<file path="src/ppo_pwm_output_stage_regs.svh">
`ifndef PPO_PWM_OUTPUT_STAGE_REGS_SVH
`define PPO_PWM_OUTPUT_STAGE_REGS_SVH

// ****************************************************************
// register offsets
// ****************************************************************
`define PPO_OFF_BRK    8'hA1
`define PPO_OFF_CKO    8'hA4
`define PPO_OFF_ISEL   8'hA5
`define PPO_OFF_PSEL   8'hA6
`define PPO_OFF_DT     8'hBC
`define PPO_OFF_PWMCR  8'hBD
`define PPO_OFF_BME    8'hD9
`define PPO_OFF_MODE   8'hDA
`define PPO_OFF_CAPL   8'hEA
`define PPO_OFF_OET    8'hF0
`define PPO_OFF_OE     8'hF1
`define PPO_OFF_AUX    8'hF2
`define PPO_OFF_CAPH   8'hFA

// ****************************************************************
// reset values and writable masks
// ****************************************************************
`define PPO_RST_ZERO   8'h00
`define PPO_RST_OE     8'h09
`define PPO_MSK_OE     8'h09
`define PPO_MSK_OET    8'h80
`define PPO_MSK_CKO    8'h10
`define PPO_MSK_ISEL   8'h60
`define PPO_MSK_PSEL   8'h03
`define PPO_MSK_AUX    8'hCF
`define PPO_MSK_BRK    8'h20

// ****************************************************************
// field positions
// ****************************************************************
`define PPO_BIT_BKF    5
`define PPO_BIT_POE0   0
`define PPO_BIT_POE1   3
`define PPO_BIT_POEM   7
`define PPO_BIT_CKOE   4
`define PPO_BIT_ICS1   6
`define PPO_BIT_ICS0   5
`define PPO_BIT_DTE    7
`define PPO_BIT_ECOM   6
`define PPO_BIT_PWM    1
`define PPO_BIT_INV    2
`define PPO_BIT_EXTH   1
`define PPO_BIT_EXTL   0
`define PPO_BIT_CAE    7
`define PPO_BIT_OFS    6
`define PPO_BIT_BKM    5
`define PPO_BIT_BME    0

`endif

</file>
<file path="src/ppo_pkg.sv">
package ppo_pkg;

	// ****************************************************************
	// types
	// ****************************************************************
	// central-aligned count direction
	typedef enum logic {
		ppo_cnt_up,
		ppo_cnt_down
	} ppo_dir_type;

	// register port request
	typedef struct packed {
		logic [7:0] addr;
		logic [7:0] wdata;
		logic       wr;
		logic       rd;
	} ppo_bus_req_type;

	// break and capture event sources, all on core_clk
	typedef struct packed {
		logic comparator0_output;
		logic ext_int1_event;
		logic timer2_external_input;
		logic keypad_match_event;
		logic comparator1_output;
		logic ext_int3_event;
		logic adc_window_event;
		logic ext_int2_event;
		logic timer3_external_input;
		logic opamp1_event;
	} ppo_brk_src_type;

endpackage

</file>
<file path="src/ppo_pwm_output_stage.sv">
// Contract
// - all channels share one base counter
// - 8-bit: low below compare, else high
// - low byte wrap (central mode: bottom) reloads active compare
// - duty is one minus value over 256
// - per-channel 10/12/16-bit unbuffered resolution
// - unbuffered compare uses bytes as written
// - dead time only channel 0, buffered
// - dead-time clock divides by 1,2,4,8
// - dead-time 1..63 ticks, zero disables
// - central mode halves frequency on both at equal resolution
// - overflow at top or bottom by select
// - break mode latched or cycle-by-cycle
// - break source 1 selector, four choices
// - break source 0 selector, eight choices
// - break flag blocks outputs in latched mode, software clears
// - invert bit flips pwm on pin
// - output enables bits 3,0, reset enabled
// - enable change immediate or at boundary
// - clock output toggles on each overflow
// - capture input from pin or timer
//
// Decided for this implementation: the address-and-strobe port.
`timescale 1ns/10ps
`include "ppo_pwm_output_stage_regs.svh"

module ppo_pwm_output_stage
	import ppo_pkg::*;
#(
	parameter int CNT_W = 16
) (
	// clock and reset
	input  wire logic            core_clk,
	input  wire logic            rst_n,
	// register port
	input  wire ppo_bus_req_type bus_req,
	output logic [7:0]           rd_data,
	// base counter time base
	input  wire logic            cnt_tick,
	// event sources and capture pins
	input  wire ppo_brk_src_type brk_src,
	input  wire logic [1:0]      channel_pin_in,
	// pwm and auxiliary outputs
	output logic [1:0]           pwm_out,
	output logic [1:0]           pwm_pin_own,
	output logic                 pwm0_low_out,
	output logic [1:0]           output_pin_select,
	output logic [1:0]           capture_in,
	output logic                 ovf_pulse,
	output logic                 clk_out
);

	// ****************************************************************
	// elaboration check
	// ****************************************************************
	// compare registers are exactly two bytes wide
	if (CNT_W != 16) begin : g_bad_width
		$error("ppo_pwm_output_stage: CNT_W must be 16");
	end

	// ****************************************************************
	// declarations
	// ****************************************************************
	logic             brk_flag_ff;
	logic             cbc_block_ff;
	logic             cko_ff;
	logic [1:0]       isel_ff;
	logic [1:0]       psel_ff;
	logic [7:0]       dt_ff;
	logic [7:0]       pwmcr_ff;
	logic             bme_ff;
	logic [1:0]       oe_ff;
	logic             poem_ff;
	logic [1:0]       oe_eff_ff;
	logic [7:0]       mode_ff [2];
	logic [7:0]       capl_ff [2];
	logic [7:0]       caph_ff [2];
	logic [7:0]       aux_ff [2];
	logic [CNT_W-1:0] act_w_ff [2];
	logic [CNT_W-1:0] mask [2];
	logic [CNT_W-1:0] wide_cmp [2];
	logic [CNT_W-1:0] cnt_ff;
	ppo_dir_type      dir_ff;
	logic [1:0]       is8;
	logic [1:0]       raw_pwm;
	logic [1:0]       pwm_en;
	logic [1:0]       boundary;
	logic [1:0]       drive;
	logic             central;
	logic             top_evt;
	logic             bot_evt;
	logic             ovf_evt;
	logic [7:0]       src0_vec;
	logic [3:0]       src1_vec;
	logic             brk_evt;
	logic             wr_brk;
	logic             sw_set;
	logic             blocked;
	logic [2:0]       pre_cnt_ff;
	logic [2:0]       pre_mask;
	logic             pre_tick;
	logic             prev_raw_ff;
	logic [5:0]       dt_cnt_ff;
	logic             dt_act;
	logic             dt_edge;
	logic             dt_done;
	logic             dt_hi;
	logic             dt_lo;
	logic [1:0]       sync1_ff;
	logic [1:0]       sync2_ff;
	logic [1:0]       sync3_ff;
	logic [1:0]       pin_ff;
	logic [1:0]       pwm_out_ff;
	logic [1:0]       pin_own_ff;
	logic             pwm0_low_ff;
	logic             ovf_ff;
	logic             clk_out_ff;
	logic [1:0]       cap_in_ff;
	logic [7:0]       rd_data_ff;
	logic [7:0]       rd_mux;
	// both enables come out of reset set
	localparam logic [7:0] OE_RST = `PPO_RST_OE;

	// resolution field to compare mask
	function automatic logic [CNT_W-1:0] res_mask(input logic [1:0] res);
		case (res)
			2'h0:    res_mask = 16'h00FF;
			2'h1:    res_mask = 16'h03FF;
			2'h2:    res_mask = 16'h0FFF;
			default: res_mask = 16'hFFFF;
		endcase
	endfunction

	// ****************************************************************
	// configuration registers
	// ****************************************************************
	// plain software-written bits; reserved bits never stored
	always_ff @(posedge core_clk) begin
		if (!rst_n) begin
			cko_ff   <= 1'b0;
			isel_ff  <= 2'h0;
			psel_ff  <= 2'h0;
			dt_ff    <= `PPO_RST_ZERO;
			pwmcr_ff <= `PPO_RST_ZERO;
			bme_ff   <= 1'b0;
			oe_ff    <= {OE_RST[`PPO_BIT_POE1], OE_RST[`PPO_BIT_POE0]};
			poem_ff  <= 1'b0;
		end else if (bus_req.wr) begin
			case (bus_req.addr)
				`PPO_OFF_CKO:   cko_ff   <= bus_req.wdata[`PPO_BIT_CKOE];
				`PPO_OFF_ISEL:  isel_ff  <= {bus_req.wdata[`PPO_BIT_ICS1],
					bus_req.wdata[`PPO_BIT_ICS0]};
				`PPO_OFF_PSEL:  psel_ff  <= bus_req.wdata[1:0];
				`PPO_OFF_DT:    dt_ff    <= bus_req.wdata;
				`PPO_OFF_PWMCR: pwmcr_ff <= bus_req.wdata;
				`PPO_OFF_BME:   bme_ff   <= bus_req.wdata[`PPO_BIT_BME];
				`PPO_OFF_OE:    oe_ff    <= {bus_req.wdata[`PPO_BIT_POE1],
					bus_req.wdata[`PPO_BIT_POE0]};
				`PPO_OFF_OET:   poem_ff  <= bus_req.wdata[`PPO_BIT_POEM];
				default:        cko_ff   <= cko_ff;
			endcase
		end
	end

	assign central = pwmcr_ff[`PPO_BIT_CAE];

	// ****************************************************************
	// shared base counter
	// ****************************************************************
	// one counter for both channels keeps their frequency equal when both use the same resolution
	always_ff @(posedge core_clk) begin
		if (!rst_n) begin
			cnt_ff <= '0;
			dir_ff <= ppo_cnt_up;
		end else if (cnt_tick) begin
			if (!central) begin
				cnt_ff <= cnt_ff + 1'b1;
				dir_ff <= ppo_cnt_up;
			end else begin
				case (dir_ff)
					ppo_cnt_up: begin
						// >= so a lowered top never runs away
						if (cnt_ff >= mask[0]) begin
							dir_ff <= ppo_cnt_down;
							cnt_ff <= cnt_ff - 1'b1;
						end else begin
							cnt_ff <= cnt_ff + 1'b1;
						end
					end
					ppo_cnt_down: begin
						if (cnt_ff == '0) begin
							dir_ff <= ppo_cnt_up;
							cnt_ff <= cnt_ff + 1'b1;
						end else begin
							cnt_ff <= cnt_ff - 1'b1;
						end
					end
					default: dir_ff <= ppo_cnt_up;
				endcase
			end
		end
	end

	// turning points; channel 0 resolution sets the shared top
	assign top_evt = cnt_tick && central && (dir_ff == ppo_cnt_up)
		&& (cnt_ff >= mask[0]);
	assign bot_evt = cnt_tick && central && (dir_ff == ppo_cnt_down)
		&& (cnt_ff == '0);
	// overflow at top or bottom in central mode
	assign ovf_evt = central ? (pwmcr_ff[`PPO_BIT_OFS] ? bot_evt : top_evt)
		: boundary[0];

	// ****************************************************************
	// per-channel compare
	// ****************************************************************
	for (genvar i = 0; i < 2; i++) begin : g_chan
		// mode, compare bytes and auxiliary; reload overrides a write
		always_ff @(posedge core_clk) begin
			if (!rst_n) begin
				mode_ff[i]  <= `PPO_RST_ZERO;
				capl_ff[i]  <= `PPO_RST_ZERO;
				caph_ff[i]  <= `PPO_RST_ZERO;
				aux_ff[i]   <= `PPO_RST_ZERO;
				act_w_ff[i] <= '0;
			end else begin
				if (bus_req.wr) begin
					if (bus_req.addr == `PPO_OFF_MODE + 8'(i))
						mode_ff[i] <= bus_req.wdata;
					if (bus_req.addr == `PPO_OFF_CAPL + 8'(i))
						capl_ff[i] <= bus_req.wdata;
					if (bus_req.addr == `PPO_OFF_CAPH + 8'(i))
						caph_ff[i] <= bus_req.wdata;
					if (bus_req.addr == `PPO_OFF_AUX + 8'(i))
						aux_ff[i] <= bus_req.wdata & `PPO_MSK_AUX;
				end
				if (boundary[i] && is8[i]) begin
					capl_ff[i] <= caph_ff[i];
					aux_ff[i][`PPO_BIT_EXTL] <= aux_ff[i][`PPO_BIT_EXTH];
				end
				// wide buffered value only moves at the boundary
				if (boundary[i])
					act_w_ff[i] <= {caph_ff[i], capl_ff[i]};
			end
		end

		assign mask[i] = res_mask(aux_ff[i][7:6]);
		assign is8[i]  = (aux_ff[i][7:6] == 2'h0);
		// unbuffered takes the bytes at once, glitch-prone on update
		assign wide_cmp[i] = (bme_ff ? act_w_ff[i]
			: {caph_ff[i], capl_ff[i]}) & mask[i];
		// nine-bit compare gives 0 to 100 percent duty
		assign raw_pwm[i] = is8[i]
			? ({1'b0, cnt_ff[7:0]} >= {aux_ff[i][`PPO_BIT_EXTL], capl_ff[i]})
			: ((cnt_ff & mask[i]) >= wide_cmp[i]);
		// pwm needs both mode bits set by software
		assign pwm_en[i] = mode_ff[i][`PPO_BIT_ECOM] & mode_ff[i][`PPO_BIT_PWM];
		assign boundary[i] = central ? bot_evt
			: (cnt_tick && ((cnt_ff & mask[i]) == mask[i]));
		assign drive[i] = pwm_en[i] & oe_eff_ff[i] & ~blocked;

		// capture pin synchroniser, change counts once stages 2,3 agree
		always_ff @(posedge core_clk) begin
			if (!rst_n) begin
				sync1_ff[i] <= 1'b0;
				sync2_ff[i] <= 1'b0;
				sync3_ff[i] <= 1'b0;
				pin_ff[i]   <= 1'b0;
			end else begin
				sync1_ff[i] <= channel_pin_in[i];
				sync2_ff[i] <= sync1_ff[i];
				sync3_ff[i] <= sync2_ff[i];
				if (sync2_ff[i] == sync3_ff[i])
					pin_ff[i] <= sync3_ff[i];
			end
		end
	end

	// ****************************************************************
	// break control
	// ****************************************************************
	assign src0_vec = {brk_src.adc_window_event, brk_src.ext_int3_event,
		brk_src.comparator1_output, brk_src.keypad_match_event,
		brk_src.timer2_external_input, brk_src.ext_int1_event,
		brk_src.comparator0_output, 1'b0};
	assign src1_vec = {brk_src.opamp1_event, brk_src.timer3_external_input,
		brk_src.ext_int2_event, 1'b0};
	assign brk_evt = src0_vec[pwmcr_ff[2:0]] | src1_vec[pwmcr_ff[4:3]];
	assign wr_brk  = bus_req.wr && (bus_req.addr == `PPO_OFF_BRK);
	assign sw_set  = wr_brk && bus_req.wdata[`PPO_BIT_BKF];

	// sticky flag: hardware set wins over a same-cycle software clear
	always_ff @(posedge core_clk) begin
		if (!rst_n)
			brk_flag_ff <= 1'b0;
		else if (brk_evt)
			brk_flag_ff <= 1'b1;
		else if (wr_brk)
			brk_flag_ff <= bus_req.wdata[`PPO_BIT_BKF];
	end

	// cycle-by-cycle hold, released at a boundary with source quiet
	always_ff @(posedge core_clk) begin
		if (!rst_n)
			cbc_block_ff <= 1'b0;
		else if (brk_evt || sw_set)
			cbc_block_ff <= 1'b1;
		else if (boundary[0])
			cbc_block_ff <= 1'b0;
	end

	// latched mode holds until software clears the flag
	assign blocked = pwmcr_ff[`PPO_BIT_BKM] ? cbc_block_ff : brk_flag_ff;

	// ****************************************************************
	// output enable timing
	// ****************************************************************
	always_ff @(posedge core_clk) begin
		if (!rst_n)
			oe_eff_ff <= {OE_RST[`PPO_BIT_POE1], OE_RST[`PPO_BIT_POE0]};
		else if (!poem_ff || boundary[0])
			oe_eff_ff <= oe_ff;
	end

	// ****************************************************************
	// dead time, channel 0
	// ****************************************************************
	always_comb begin
		case (dt_ff[7:6])
			2'h0:    pre_mask = 3'h0;
			2'h1:    pre_mask = 3'h1;
			2'h2:    pre_mask = 3'h3;
			default: pre_mask = 3'h7;
		endcase
	end
	assign pre_tick = ((pre_cnt_ff & pre_mask) == pre_mask);

	// free-running prescaler, so first tick may come early by one
	always_ff @(posedge core_clk) begin
		if (!rst_n)
			pre_cnt_ff <= 3'h0;
		else
			pre_cnt_ff <= pre_cnt_ff + 3'h1;
	end

	assign dt_act = mode_ff[0][`PPO_BIT_DTE] & bme_ff
		& (dt_ff[5:0] != 6'h00);
	assign dt_edge = (raw_pwm[0] != prev_raw_ff);
	assign dt_done = (dt_cnt_ff == 6'h00) && !dt_edge;

	// both legs stay low for the programmed gap after each edge
	always_ff @(posedge core_clk) begin
		if (!rst_n) begin
			prev_raw_ff <= 1'b1; // compare is 0 after reset, raw idles high
			dt_cnt_ff   <= 6'h00;
		end else begin
			prev_raw_ff <= raw_pwm[0];
			if (dt_edge)
				dt_cnt_ff <= dt_ff[5:0];
			else if (pre_tick && dt_cnt_ff != 6'h00)
				dt_cnt_ff <= dt_cnt_ff - 6'h01;
		end
	end

	assign dt_hi = dt_act ? (raw_pwm[0] & dt_done) : raw_pwm[0];
	assign dt_lo = dt_act ? (~raw_pwm[0] & dt_done) : ~raw_pwm[0];

	// ****************************************************************
	// pin outputs
	// ****************************************************************
	// blocked or disabled channels hand the pin back to the port
	always_ff @(posedge core_clk) begin
		if (!rst_n) begin
			pwm_out_ff  <= 2'h0;
			pin_own_ff  <= 2'h0;
			pwm0_low_ff <= 1'b0;
		end else begin
			pwm_out_ff[0] <= drive[0] & (dt_hi ^ aux_ff[0][`PPO_BIT_INV]);
			pwm_out_ff[1] <= drive[1]
				& (raw_pwm[1] ^ aux_ff[1][`PPO_BIT_INV]);
			pwm0_low_ff   <= drive[0] & (dt_lo ^ aux_ff[0][`PPO_BIT_INV]);
			pin_own_ff    <= drive;
		end
	end

	// overflow pulse and divided clock output
	always_ff @(posedge core_clk) begin
		if (!rst_n) begin
			ovf_ff     <= 1'b0;
			clk_out_ff <= 1'b0;
		end else begin
			ovf_ff <= ovf_evt;
			if (!cko_ff)
				clk_out_ff <= 1'b0;
			else if (ovf_evt)
				clk_out_ff <= ~clk_out_ff;
		end
	end

	// capture source select; timer inputs are already on core_clk
	always_ff @(posedge core_clk) begin
		if (!rst_n) begin
			cap_in_ff <= 2'h0;
		end else begin
			cap_in_ff[1] <= isel_ff[1] ? brk_src.timer2_external_input
				: pin_ff[1];
			cap_in_ff[0] <= isel_ff[0] ? brk_src.timer3_external_input
				: pin_ff[0];
		end
	end

	// ****************************************************************
	// register read
	// ****************************************************************
	always_comb begin
		rd_mux = 8'h00;
		case (bus_req.addr)
			`PPO_OFF_BRK:   rd_mux = {2'h0, brk_flag_ff, 5'h00};
			`PPO_OFF_CKO:   rd_mux = {3'h0, cko_ff, 4'h0};
			`PPO_OFF_ISEL:  rd_mux = {1'b0, isel_ff, 5'h00};
			`PPO_OFF_PSEL:  rd_mux = {6'h00, psel_ff};
			`PPO_OFF_DT:    rd_mux = dt_ff;
			`PPO_OFF_PWMCR: rd_mux = pwmcr_ff;
			`PPO_OFF_BME:   rd_mux = {7'h00, bme_ff};
			`PPO_OFF_OE:    rd_mux = {4'h0, oe_ff[1], 2'h0, oe_ff[0]};
			`PPO_OFF_OET:   rd_mux = {poem_ff, 7'h00};
			default:        rd_mux = 8'h00;
		endcase
		for (int k = 0; k < 2; k++) begin
			if (bus_req.addr == `PPO_OFF_MODE + 8'(k))
				rd_mux = mode_ff[k];
			if (bus_req.addr == `PPO_OFF_CAPL + 8'(k))
				rd_mux = capl_ff[k];
			if (bus_req.addr == `PPO_OFF_CAPH + 8'(k))
				rd_mux = caph_ff[k];
			if (bus_req.addr == `PPO_OFF_AUX + 8'(k))
				rd_mux = aux_ff[k];
		end
	end

	// data stand only in the cycle after the strobe
	always_ff @(posedge core_clk) begin
		if (!rst_n)
			rd_data_ff <= 8'h00;
		else
			rd_data_ff <= bus_req.rd ? rd_mux : 8'h00;
	end

	assign rd_data           = rd_data_ff;
	assign pwm_out           = pwm_out_ff;
	assign pwm_pin_own       = pin_own_ff;
	assign pwm0_low_out      = pwm0_low_ff;
	assign output_pin_select = psel_ff;
	assign capture_in        = cap_in_ff;
	assign ovf_pulse         = ovf_ff;
	assign clk_out           = clk_out_ff;
endmodule

</file>
<file path="config.mk">
export PLATFORM = sky130hd
export DESIGN_NAME = ppo_pwm_output_stage
export DESIGN_NICKNAME = d
export VERILOG_FILES = /design/src/ppo_pkg.sv /design/src/ppo_pwm_output_stage.sv
export VERILOG_INCLUDE_DIRS = /design/src
export SDC_FILE = /design/constraint.sdc
export NUM_CORES = 1
export LEC_CHECK = 0
export ABC_CLOCK_PERIOD_IN_PS = 6900
export BUFFER_PORTS_ARGS = -buffer_cell sky130_fd_sc_hd__buf_2
export CAP_MARGIN = 10
export CORE_MARGIN = 1
export CORE_UTILIZATION = 40
export DETAILED_ROUTE_END_ITERATION = 10
export GPL_TIMING_DRIVEN = 0
export PLACE_DENSITY = 0.65
export REMOVE_ABC_BUFFERS = 1
export SLEW_MARGIN = 20
export SYNTH_ARGS = -nofsm -noshare
export SYNTH_HDL_FRONTEND = slang
export SYNTH_SLANG_ARGS = --single-unit
</file>
<file path="constraint.sdc">
create_clock -name core_clk -period 6.9 [get_ports core_clk]
set_input_delay 1.38 -clock core_clk [delete_from_list [all_inputs] [get_ports core_clk]]
set_output_delay 1.38 -clock core_clk [all_outputs]
set_load 0.02 [all_outputs]
</file>
==> Yosys cells after proc, flatten, opt, wreduce, memory -nomap -nowiden <==
Memory sizes are Yosys's and may differ from the RTL's.
Cells that the tools add are included.
{ "word_totals": {"register_bits": 81, "ramBits": 92, "out_inout_bits": 19, "elab_cells": 255, "n_memories": 5} }
{ "classes": {"add_sub_neg": 4, "n_lt_le_gt_ge": 7, "eq_ne": 29, "mux": 102, "n_bitwise": 40, "n_reduce_logical": 37} }
{ "memory_table": {"columns": ["memory", "depth", "word_bits", "read_ports", "rd_ports_with_merged_regs", "wr", "line", "source"], "rows": [
  ["act_w_ff", 2, 16, 2, 0, 2, "ppo_pwm_output_stage.sv:79", "logic [CNT_W-1:0] act_w_ff [2];"],
  ["caph_ff", 2, 8, 2, 0, 2, "ppo_pwm_output_stage.sv:77", "logic [7:0] caph_ff [2];"],
  ["capl_ff", 2, 8, 2, 0, 2, "ppo_pwm_output_stage.sv:76", "logic [7:0] capl_ff [2];"],
  ["mode_ff", 2, 8, 2, 0, 2, "ppo_pwm_output_stage.sv:75", "logic [7:0] mode_ff [2];"],
  ["aux_ff", 2, 6, 2, 0, 2, "ppo_pwm_output_stage.sv:78", "logic [7:0] aux_ff [2];"]
]} }
{ "ops": {"columns": ["operator", "n"], "rows": [
  ["8-bit equality test, second input constant", 17],
  ["8-bit two-way mux", 16],
  ["16-bit two-way mux", 7],
  ["16-bit case mux with 3 select lines", 2],
  ["8-bit case mux with 9 select lines", 1],
  ["1-bit two-way mux", 67],
  ["16-bit bitwise AND", 4],
  ["16-bit >= comparator", 3],
  ["16-bit equality test", 2],
  ["16-bit case mux with 2 select lines", 1],
  ["6-bit two-way mux", 4],
  ["2-bit AND reduction", 10],
  ["8-bit by 9-bit >= comparator with 1-bit output", 2],
  ["16-bit by 1-bit adder with 16-bit output, second input constant", 1],
  ["16-bit logical NOT", 1],
  ["16-bit by 1-bit subtractor with 16-bit output, second input constant", 1],
  ["1-bit bitwise OR", 15],
  ["1-bit bitwise AND", 13],
  ["1-bit logical AND", 13],
  ["6-bit nonzero test", 2],
  ["3-bit case mux with 3 select lines", 1],
  ["2-bit by 1-bit equality test with 1-bit output, second input constant", 3],
  ["2-bit equality test, second input constant", 3],
  ["2-bit logical NOT", 3],
  ["other kinds (17)", 27]
]} }

==> Logic depth before layout (Yosys ltp) <==
Gate-level depths: netlist of run 1.
An unclocked memory read counts as a cell.
{ "depth": {"ltp_word": 13, "depth_mapped": 13, "ltp_nobuf": 11} }

==> Worst setup path after synthesis of run 1 <==
Ideal clock, no wire load.
{ "synth_path": {"path_type": "input-to-reg", "startpoint": "input bus_req[10] (netlist bit)", "endpoint": "memory mode_ff[1][0], enable pin", "setup_ns": 0.384, "arrival_ns": 3.038, "required_time_ns": 6.516, "path_slack_ns": 3.478, "stages": 5, "cell_sequence": "clkbuf_1 > buf_1 > clkbuf_1 > nand3_1 > o21ai_0"} }
{ "synth_lines": {"columns": ["element", "line", "source"], "rows": [
  ["start: declaration", "ppo_pwm_output_stage.sv:36", "input wire ppo_bus_req_type bus_req,"],
  ["end: declaration", "ppo_pwm_output_stage.sv:75", null]
]} }

==> results by stage, run 1 <==
Run status:
- The flow ran to the end, and the final reports show no timing, DRC or antenna violations.

Worst hold path:
- The worst hold path begins at sync1_ff[0].
- For hold timing, the worst endpoint is sync2_ff[0].
- The number of cells traversed by the worst hold path is 1.
- The worst min-delay path class is reg2reg.

GRT:
- The global routing stage identified its most utilized layer as met2.
- The largest net degree at the start of global routing is between 60 and 70.
- The aggregate global-route resource usage is between 20% and 30%.
- After global routing the overflow that remains totals 0.
- For met3 alone, demand over resource in global routing was 3.122%.
- The via count of the first global-routing pass is 8735.
- The global-route wire length before repair is 48380 um.
- The global routing met1 resource utilization is a little under a third.
- The initial antenna violation count came to 0.
- The met2 demand-to-capacity share in global routing is between 30% and 40%.

Pwr:
- The static leakage power is ~4.6 nW.
- Net switching is 29.72% of the power.
- For this design the total switching power over the nets is 0.7606 mW.
- Per report_power, the sequential group accounts for between 40% and 50% of the total.
- The areal power density over the cells is around 220 mW/mm^2.
- The power consumption is approximately 2.6 mW.
- The clock group share of total power is around 40%.
- The internal power of the cells totals between 1.5 and 2 mW.
- Combinational logic burns between 10% and 20% of the power.
- IR analysis of the VDD net gives a maximum drop of 0.1929 mV.

Logic synthesis:
- The number of enable flip-flop cells after synthesis is approximately 90.
- The Yosys step of the flow raised 0 warnings.
- After synthesis, the share of flip-flops with an asynchronous set or reset is 0%.
- The number of different library cells in the post-synthesis netlist is between 80 and 90.
- The mean instance size in the synthesized netlist is ~9.2 sq um.
- The sequential fraction of the synthesis area is just over 40%.
- The cell area that synthesis handed to floorplanning was roughly 0.011 sq mm.
- The gate count after technology mapping is ~1200.
- The post-synthesis sequential element count is roughly 170.
- The primary flip-flop cell chosen by synthesis mapping is sky130_fd_sc_hd__edfxtp_1.

Timing:
- The count of final hold-check violations is 0.
- Final hold analysis gives a worst-case slack of roughly 0.44 ns.
- The post-route minimum period is 4.092 ns.
- The clock arrives with around 0.025 ns of skew.
- The timing-limited maximum frequency is 0.2444 GHz.
- The worst-case setup margin in the final layout is approximately 2.8 ns.
- The max-slew violation total from the final report is 0.
- Headroom to the max-slew limit came out at approximately a quarter.
- The actual slew at the worst max-slew pin is roughly 1.1 ns.
- Setup violations remaining at the end of the flow were counted as 0.
- The final-layout setup total negative slack is 0 ns.
- The part of the cycle the worst path needs is between 50% and 60%.
- Setup repair after global routing left no endpoint under its margin.

Clock tree:
- The clock transition time at the flip-flop clock pins of the worst setup and hold paths is about 0.080 ns.
- The maximum buffer depth of the clock tree is 2.
- The total number of H-tree levels is 4.
- Once the clock tree was built, the resizer swapped 0 gates to a different size.
- The clock sink total is between 150 and 200.
- The clock reaches the later pin of the worst-skew pair after ~0.44 ns.
- The number of clock buffers inserted by TritonCTS is 17.
- The CTS root buffer is sky130_fd_sc_hd__clkbuf_16.
- The CTS tree is done.
- The buffer count from post-CTS setup fixing is 0.
- The number of hold buffers added after CTS was 0.

Worst setup path:
- The worst setup path is launched from an input pin.
- By startpoint and endpoint, the worst setup path is classified as in2reg.
- The top fanout value on the critical path is 22.
- The reg-to-reg endpoint is clk_out.
- The setup slack of the worst register-to-register path is approximately 3.4 ns.
- The data arrival time of the critical path is between 4 and 5 ns.
- The reg-to-reg startpoint is aux_ff[0][5].
- The number of cells on the worst reg-to-reg path is 10.
- At the worst endpoint, the required time is slightly above 7 ns.
- The element type at the critical path end is a flip-flop.

Layout:
- The number of antenna diodes is 0.
- The net count of the finished layout is between 1000 and 1500.
- The combined flip-flop and latch cell area is around 0.0044 sq mm.
- The layout has approximately 2500 filler cells.
- Relative to the synthesized area, the layout overhead comes to 9.479%.
- The share of the core filled with cells in the final layout is about 45%.
- The finished layout holds between 1500 and 2000 standard cells, fillers aside.
- In the layout the commonest cells are sky130_fd_sc_hd__nand2_1 (143), sky130_fd_sc_hd__edfxtp_1 (92), sky130_fd_sc_hd__dfxtp_1 (80).
- The library cell used most frequently in the layout, excluding fill and tap cells, is sky130_fd_sc_hd__nand2_1.
- The ratio of cells with drive above 1 in the final layout is around 11%.
- With fillers left out, the area of the finished cells amounts to roughly 0.012 sq mm.
- The combined area of the multi-input logic cells is between 0.005 and 0.006 sq mm.

Placement:
- The total placed instance area is approximately 0.011 sq mm.
- Counting tap cells, the placed design contains a total of between 1000 and 1500 instances.
- The estimated wirelength of the detail-placed design is around 22000 um.
- The count of buffers from port buffering is 51.
- The pre-CTS setup slack is about 2.5 ns.
- Routability-driven placement finished with a final weighted congestion of roughly 1.

Die:
- For this design the top-level I/O count stands at 52.
- From left edge to right edge, the die measures about 170 um.
- For this configuration, the core starts out at a cell density of 40.91%.
- The core outline area is roughly 0.026 sq mm.
- In this run the core area contains slightly below 60 standard-cell rows.
- The die covers between 0.02 and 0.03 sq mm.
- The height of the die is 165.5 um.

Detailed routing:
- Before antenna repair, the detailed router went through 6 iterations.
- The routed via count is 9027.
- Dividing the detail-routed wire length by the instance count gives 20.50 um.
- The residual DRC count is 0.
- In this run, the number of DRC markers left after iteration 0 of detailed routing was 1052.
- After detailed routing, the total wire length is around 31000 um.
- After detailed routing, the number of vias per cell comes to 5.986.
- The count of antenna-violating nets left after detailed routing is 0.

Job:
- The count of max-cap constraint violations is 0.
[flip-flops by register name, summed over array words and instances (netlist names), 3 cells and up]
name and flops:
aux_ff 12, mode_ff 16, dt_cnt_ff 6, pre_cnt_ff 3, dt_ff 8, cnt_ff 16
caph_ff 16, act_w_ff 32, pwmcr_ff 8, rd_data 8, capl_ff 16
[logic make-up after synthesis]
| logic type | Yosys count | synth area share, % |
|---|---|---|
| AND/OR/NAND/NOR | 457 | 21.83 |
| AO/OA/AOI/OAI | 249 | 15.20 |
| flip-flops | 173 | 41.01 |
| buffers and inverters | 119 | 4.482 |
| multiplexers | 76 | 7.455 |
| adder cells (fa/ha/maj) | 69 | 8.075 |
| XOR/XNOR | 23 | 1.954 |
[critical path, cell delays in order]
cell and delay [ns]:
sky130_fd_sc_hd__buf_2 0.38, sky130_fd_sc_hd__nand2_1 0.21, sky130_fd_sc_hd__nor3_1 0.88, sky130_fd_sc_hd__nand3_1 0.42
sky130_fd_sc_hd__o21ai_0 0.76, sky130_fd_sc_hd__or2_1 0.21
[routing by layer]
layer	wire length, um	up-vias
met4	938	0
met2	14610	363
met5	0	-
met1	13580	4335
li1	-	4263
met3	1785	66
[power groups by stage]
stage	Combinational (mW)	Clock, mW	Sequential (mW)
2_1_floorplan	0.259	0	1.18
3_3_place_gp	0.353	0	1.20
3_5_place_dp	0.360	0	1.20
4_1_cts	0.363	1.03	1.18
5_1_grt	0.410	1.06	1.18
6_report	0.363	1.02	1.18
[synth_stat cells, drive strengths merged (15+ instances only)]
master / number / area (sq um)
a21oi: 55 / 286.5
a22oi: 15 / 126.4
and2: 29 / 181.4
and3: 66 / 417.9
clkbuf: 63 / 236.5
dfxtp: 81 / 1622
edfxtp: 92 / 2763
ha: 69 / 863.3
inv: 40 / 150.1
mux2: 19 / 214.0
mux2i: 56 / 560.5
nand2: 143 / 536.8
nand3: 42 / 215.2
nor2: 71 / 266.5
nor2b: 15 / 93.84
nor3: 38 / 212.7
o21ai: 84 / 439.2
xnor2: 16 / 147.7
[area by class of cell]
class	instances	share of cell area, %
clock buffer	17	3.634
clock inverter	15	1.721
inverter	42	1.368
multi-input combinational	874	49.86
sequential	173	37.47
tap	335	3.581
timing repair buffer	52	2.373
[worst max path at each step]
stage	from	end	slack, ns	cells after the start
after floorplan	rst_n	mode_ff[0][0]	3.36	4
after global placement	rst_n	mode_ff[0][3]	0.48	5
after detailed placement	bus_req[14]	aux_ff[1][0]	2.46	6
after CTS	bus_req[14]	mode_ff[1][3]	2.95	5
after global routing	bus_req[14]	aux_ff[1][0]	2.70	6
final	bus_req[14]	aux_ff[1][0]	2.81	6
Power figures use the tool's default switching activity.
==> inputs of run 2 (changes only) <==
- ABC_CLOCK_PERIOD_IN_PS: 6900 -> 3700
- PLACE_DENSITY: 0.65 -> 0.67
- clock period: 6.9 -> 3.7 ns (I/O delays scaled with it)
==> run 2 against run 1 <==
Compared with the run above: worst setup slack got worse by 2.6 ns; the run now ends with design-rule violations left; first-iteration DRC count fell by 9.4%; utilization barely moved; global-route usage rose by 0.12 points; die area did not move; routed wire length rose by 0.59%; final cell count did not move; clock skew fell by 0.014 ns; non-clock buffer count did not move; register-to-register slack got worse by 3.1 ns; critical path depth rose by 1; sequential share of layout area barely moved.
==> results by stage, run 2 (synthesized netlist as in run 1, its figures left out) <==
Run status:
- The flow ran to the end, but the final reports show violations.
- The checks that failed: design-rule violations.

Layout:
- More flip-flops sit in one register than any other, and that register is act_w_ff.
- In the layout the commonest cells are sky130_fd_sc_hd__nand2_1 (143), sky130_fd_sc_hd__edfxtp_1 (92), sky130_fd_sc_hd__dfxtp_1 (80).
- The number of antenna diodes is 0 (unchanged).
- The synthesis-to-finish area growth was 9.386% (about the same).
- Leaving out fill and tap cells, the most frequent cell in the layout is sky130_fd_sc_hd__nand2_1.
- The net count of the finished layout is 1262 (unchanged).
- The share of the core filled with cells in the final layout was 44.75% (about the same).
- The combined flip-flop and latch cell area is 0.004385 sq mm (unchanged).
- The fill cell instance count of the final layout came to 2559 (+0.83%).
- The ratio of cells with drive above 1 in the final layout was 11.42% (+0.17 points).
- The non-filler instance count after layout is 1508 (unchanged).
- The combined area of the multi-input logic cells was 0.005839 sq mm (about the same).
- The number of flip-flops in the largest register is 32 (unchanged).

Placement:
- The count of buffers from port buffering is 51 (unchanged).
- The last weighted congestion value of the routability-driven placer is 0.9442 (-2.8%).
- The estimated wirelength of the detail-placed design came to 21490 um (-0.51%).
- The placed instance count came to 1476 (unchanged).
- The pre-CTS setup slack is -0.1491 ns (-2.611 ns).

Timing:
- The total of endpoints with negative setup slack in the final report is 0 (unchanged).
- The worst-case headroom to the max-slew limit is 28.86% (+3.6 points).
- The worst-case hold slack was 0.4368 ns (-0.0002520 ns).
- Setup repair after global routing left no endpoint under its margin.
- The part of the cycle the worst path needs is a little over nine tenths.
- The count of final hold-check violations is 0 (unchanged).
- The max-slew violation total from the final report is 0 (unchanged).
- The clock skew after layout is 0.01163 ns (-0.01362 ns).
- For the finished layout, the period the worst path requires is about 3.5 ns.
- The actual slew at the worst max-slew pin is 1.059 ns (-0.05433 ns).
- For this run, the top clock speed supported by timing is 0.2871 GHz.
- The worst-case setup margin in the final layout is 0.2173 ns (-2.591 ns).

Worst setup path:
- The setup slack of the worst register-to-register path was 0.22 ns (-3.14 ns).
- The worst setup path is launched from a flip-flop.
- The largest stage delay on the critical path is 0.66 ns (-0.22 ns).
- The length in cells of the worst reg-to-reg path is 7 (-3).
- The combined buffer and inverter count along the critical path came to 1 (unchanged).
- The logic depth of the worst path, buffers included came to 7 (+1).
- The data arrival time of the critical path is 3.55 ns (-0.70 ns).
- STA classifies the critical path endpoint as a flip-flop.
- On the critical path the largest part of the delay comes from simple AND/OR/NAND/NOR gates.
- The slowest stage of the critical path belongs to the cell sky130_fd_sc_hd__dfxtp_1.
- The data required time of the critical path is 3.77 ns (-3.29 ns).
- By startpoint and endpoint, the worst setup path is classified as reg2reg.
- Walking the worst path, the cells encountered are ha_1, nand3_2, nor4_1, nor2b_1, a32o_2, clkinv_1, nand2_1.
- The top fanout value on the critical path was 16 (-27%).

GRT:
- The met2 demand-to-capacity share in global routing is 37.59% (-0.30 points).
- The layer flagged by global routing as most heavily used is met2.
- The global routing met1 resource utilization was 30.53% (-0.35 points).
- The routing usage on met3 came to 3.996% (+0.87 points).
- The via count of the first global-routing pass is 8763 (+0.32%).
- The global-route wire length before repair came to 48490 um (+0.21%).
- The sum of overflow across all layers after global routing is 0 (unchanged).
- The largest net degree at the start of global routing is 65 (unchanged).
- The aggregate global-route resource usage is 23.30% (+0.12 points).
- The initial antenna violation count is 0 (unchanged).

Die:
- The number of placement rows is 59 (unchanged).
- The core outline area was 0.02613 sq mm (unchanged).
- The area of the die came to 0.02739 sq mm (unchanged).
- The height of the die is 165.5 um (unchanged).
- The top-level port count is 52 (unchanged).
- The die span in x is 165.5 um (unchanged).
- The initial core utilization is 40.91% (unchanged).

Clock tree:
- The clock latency on the worst-skew pair is 0.44 ns (about the same).
- The total number of H-tree levels was 4 (unchanged).
- The clock sink total came to 173 (unchanged).
- The CTS tree is done.
- The maximum buffer depth of the clock tree is 2 (unchanged).
- The hold buffer count at CTS is 0 (unchanged).
- The CTS root buffer is sky130_fd_sc_hd__clkbuf_16.
- The number of clock buffers inserted by TritonCTS came to 17 (unchanged).
- The clock transition time at the flip-flop clock pins of the worst setup and hold paths came to 0.08 ns (about the same).

Worst hold path:
- The number of cells traversed by the worst hold path is 1 (unchanged).
- The worst min-delay path class is reg2reg.

Pwr:
- The power consumption came to 4.766 mW (+86%).
- The areal power density over the cells was 407.6 mW/mm^2 (+86%).
- The portion of total power attributed to combinational logic is 14.4% (+0.2 points).
- The switching fraction of total power came to 30.80% (+1.1 points).
- The clock group share of total power is 39.6% (-0.2 points).
- The static leakage power is 4.596 nW (-0.17%).
- The largest vdd supply drop is 0.3620 mV (+88%).
- The net switching power is 1.468 mW (+93%).
- The total internal power is 3.298 mW (+83%).
- The sequential power share is 46.0% (about the same).

Detailed routing:
- The count of antenna-violating nets left after detailed routing is 0 (unchanged).
- The residual DRC count came to 2 (+2).
- The overall routed net length is 31100 um (+0.59%).
- The detailed-route vias per instance is 6.062 (+1.3%).
- The number of iterations in the first detailed-routing pass is 9 (+3).
- The routed via count was 9141 (+1.3%).
- The routed length per placed instance is 20.62 um (+0.59%).
- The violation count after the first detailed-route iteration was 953 (-9.4%).

Job:
- The count of max-cap constraint violations is 0 (unchanged).
## run 2: power by group through the flow
stage / sequential (mW) / combinational [mW] / clock [mW]
2_1_floorplan: 2.20 / 0.484 / 0
3_3_place_gp: 2.23 / 0.658 / 0
3_5_place_dp: 2.24 / 0.673 / 0
4_1_cts: 2.19 / 0.680 / 1.90
5_1_grt: 2.20 / 0.775 / 1.97
6_report: 2.19 / 0.686 / 1.89
## run 2: cell type report
class / instances / area share, %
clock buffer: 17 / 3.638
clock inverter: 15 / 1.605
inverter: 42 / 1.369
multi-input combinational: 874 / 49.93
sequential: 173 / 37.50
tap: 335 / 3.584
timing repair buffer: 52 / 2.375
## run 2: metal layers
layer | share of wire [%] | routed length, um
met1 | 42 | 13170
met2 | 46 | 14440
met3 | 7.6 | 2361
met4 | 3.6 | 1124
met5 | 0 | 0
## run 2: path summary, 6_finish.rpt
| path | from | to |
|---|---|---|
| hold reg to reg | sync1_ff[0] | sync2_ff[0] |
| setup / recovery | cnt_ff[1] | act_w_ff[1][9] |
| setup reg to reg | cnt_ff[1] | act_w_ff[1][9] |
| hold / removal | sync1_ff[0] | sync2_ff[0] |
## run 2: through the flow
stage / setup TNS [ns] / instance area (sq um)
2_1_floorplan: 0 / 10370
3_3_place_gp: -102.69 / 11040
3_5_place_dp: -1.192 / 11080
4_1_cts: 0 / 11690
5_1_grt: 0 / 11700
6_report: 0 / 11700
## run 2: what timing repair did
action	CTS	global route
buffers inserted	0	0
setup endpoints to repair	0	11
gates resized for setup	0	2
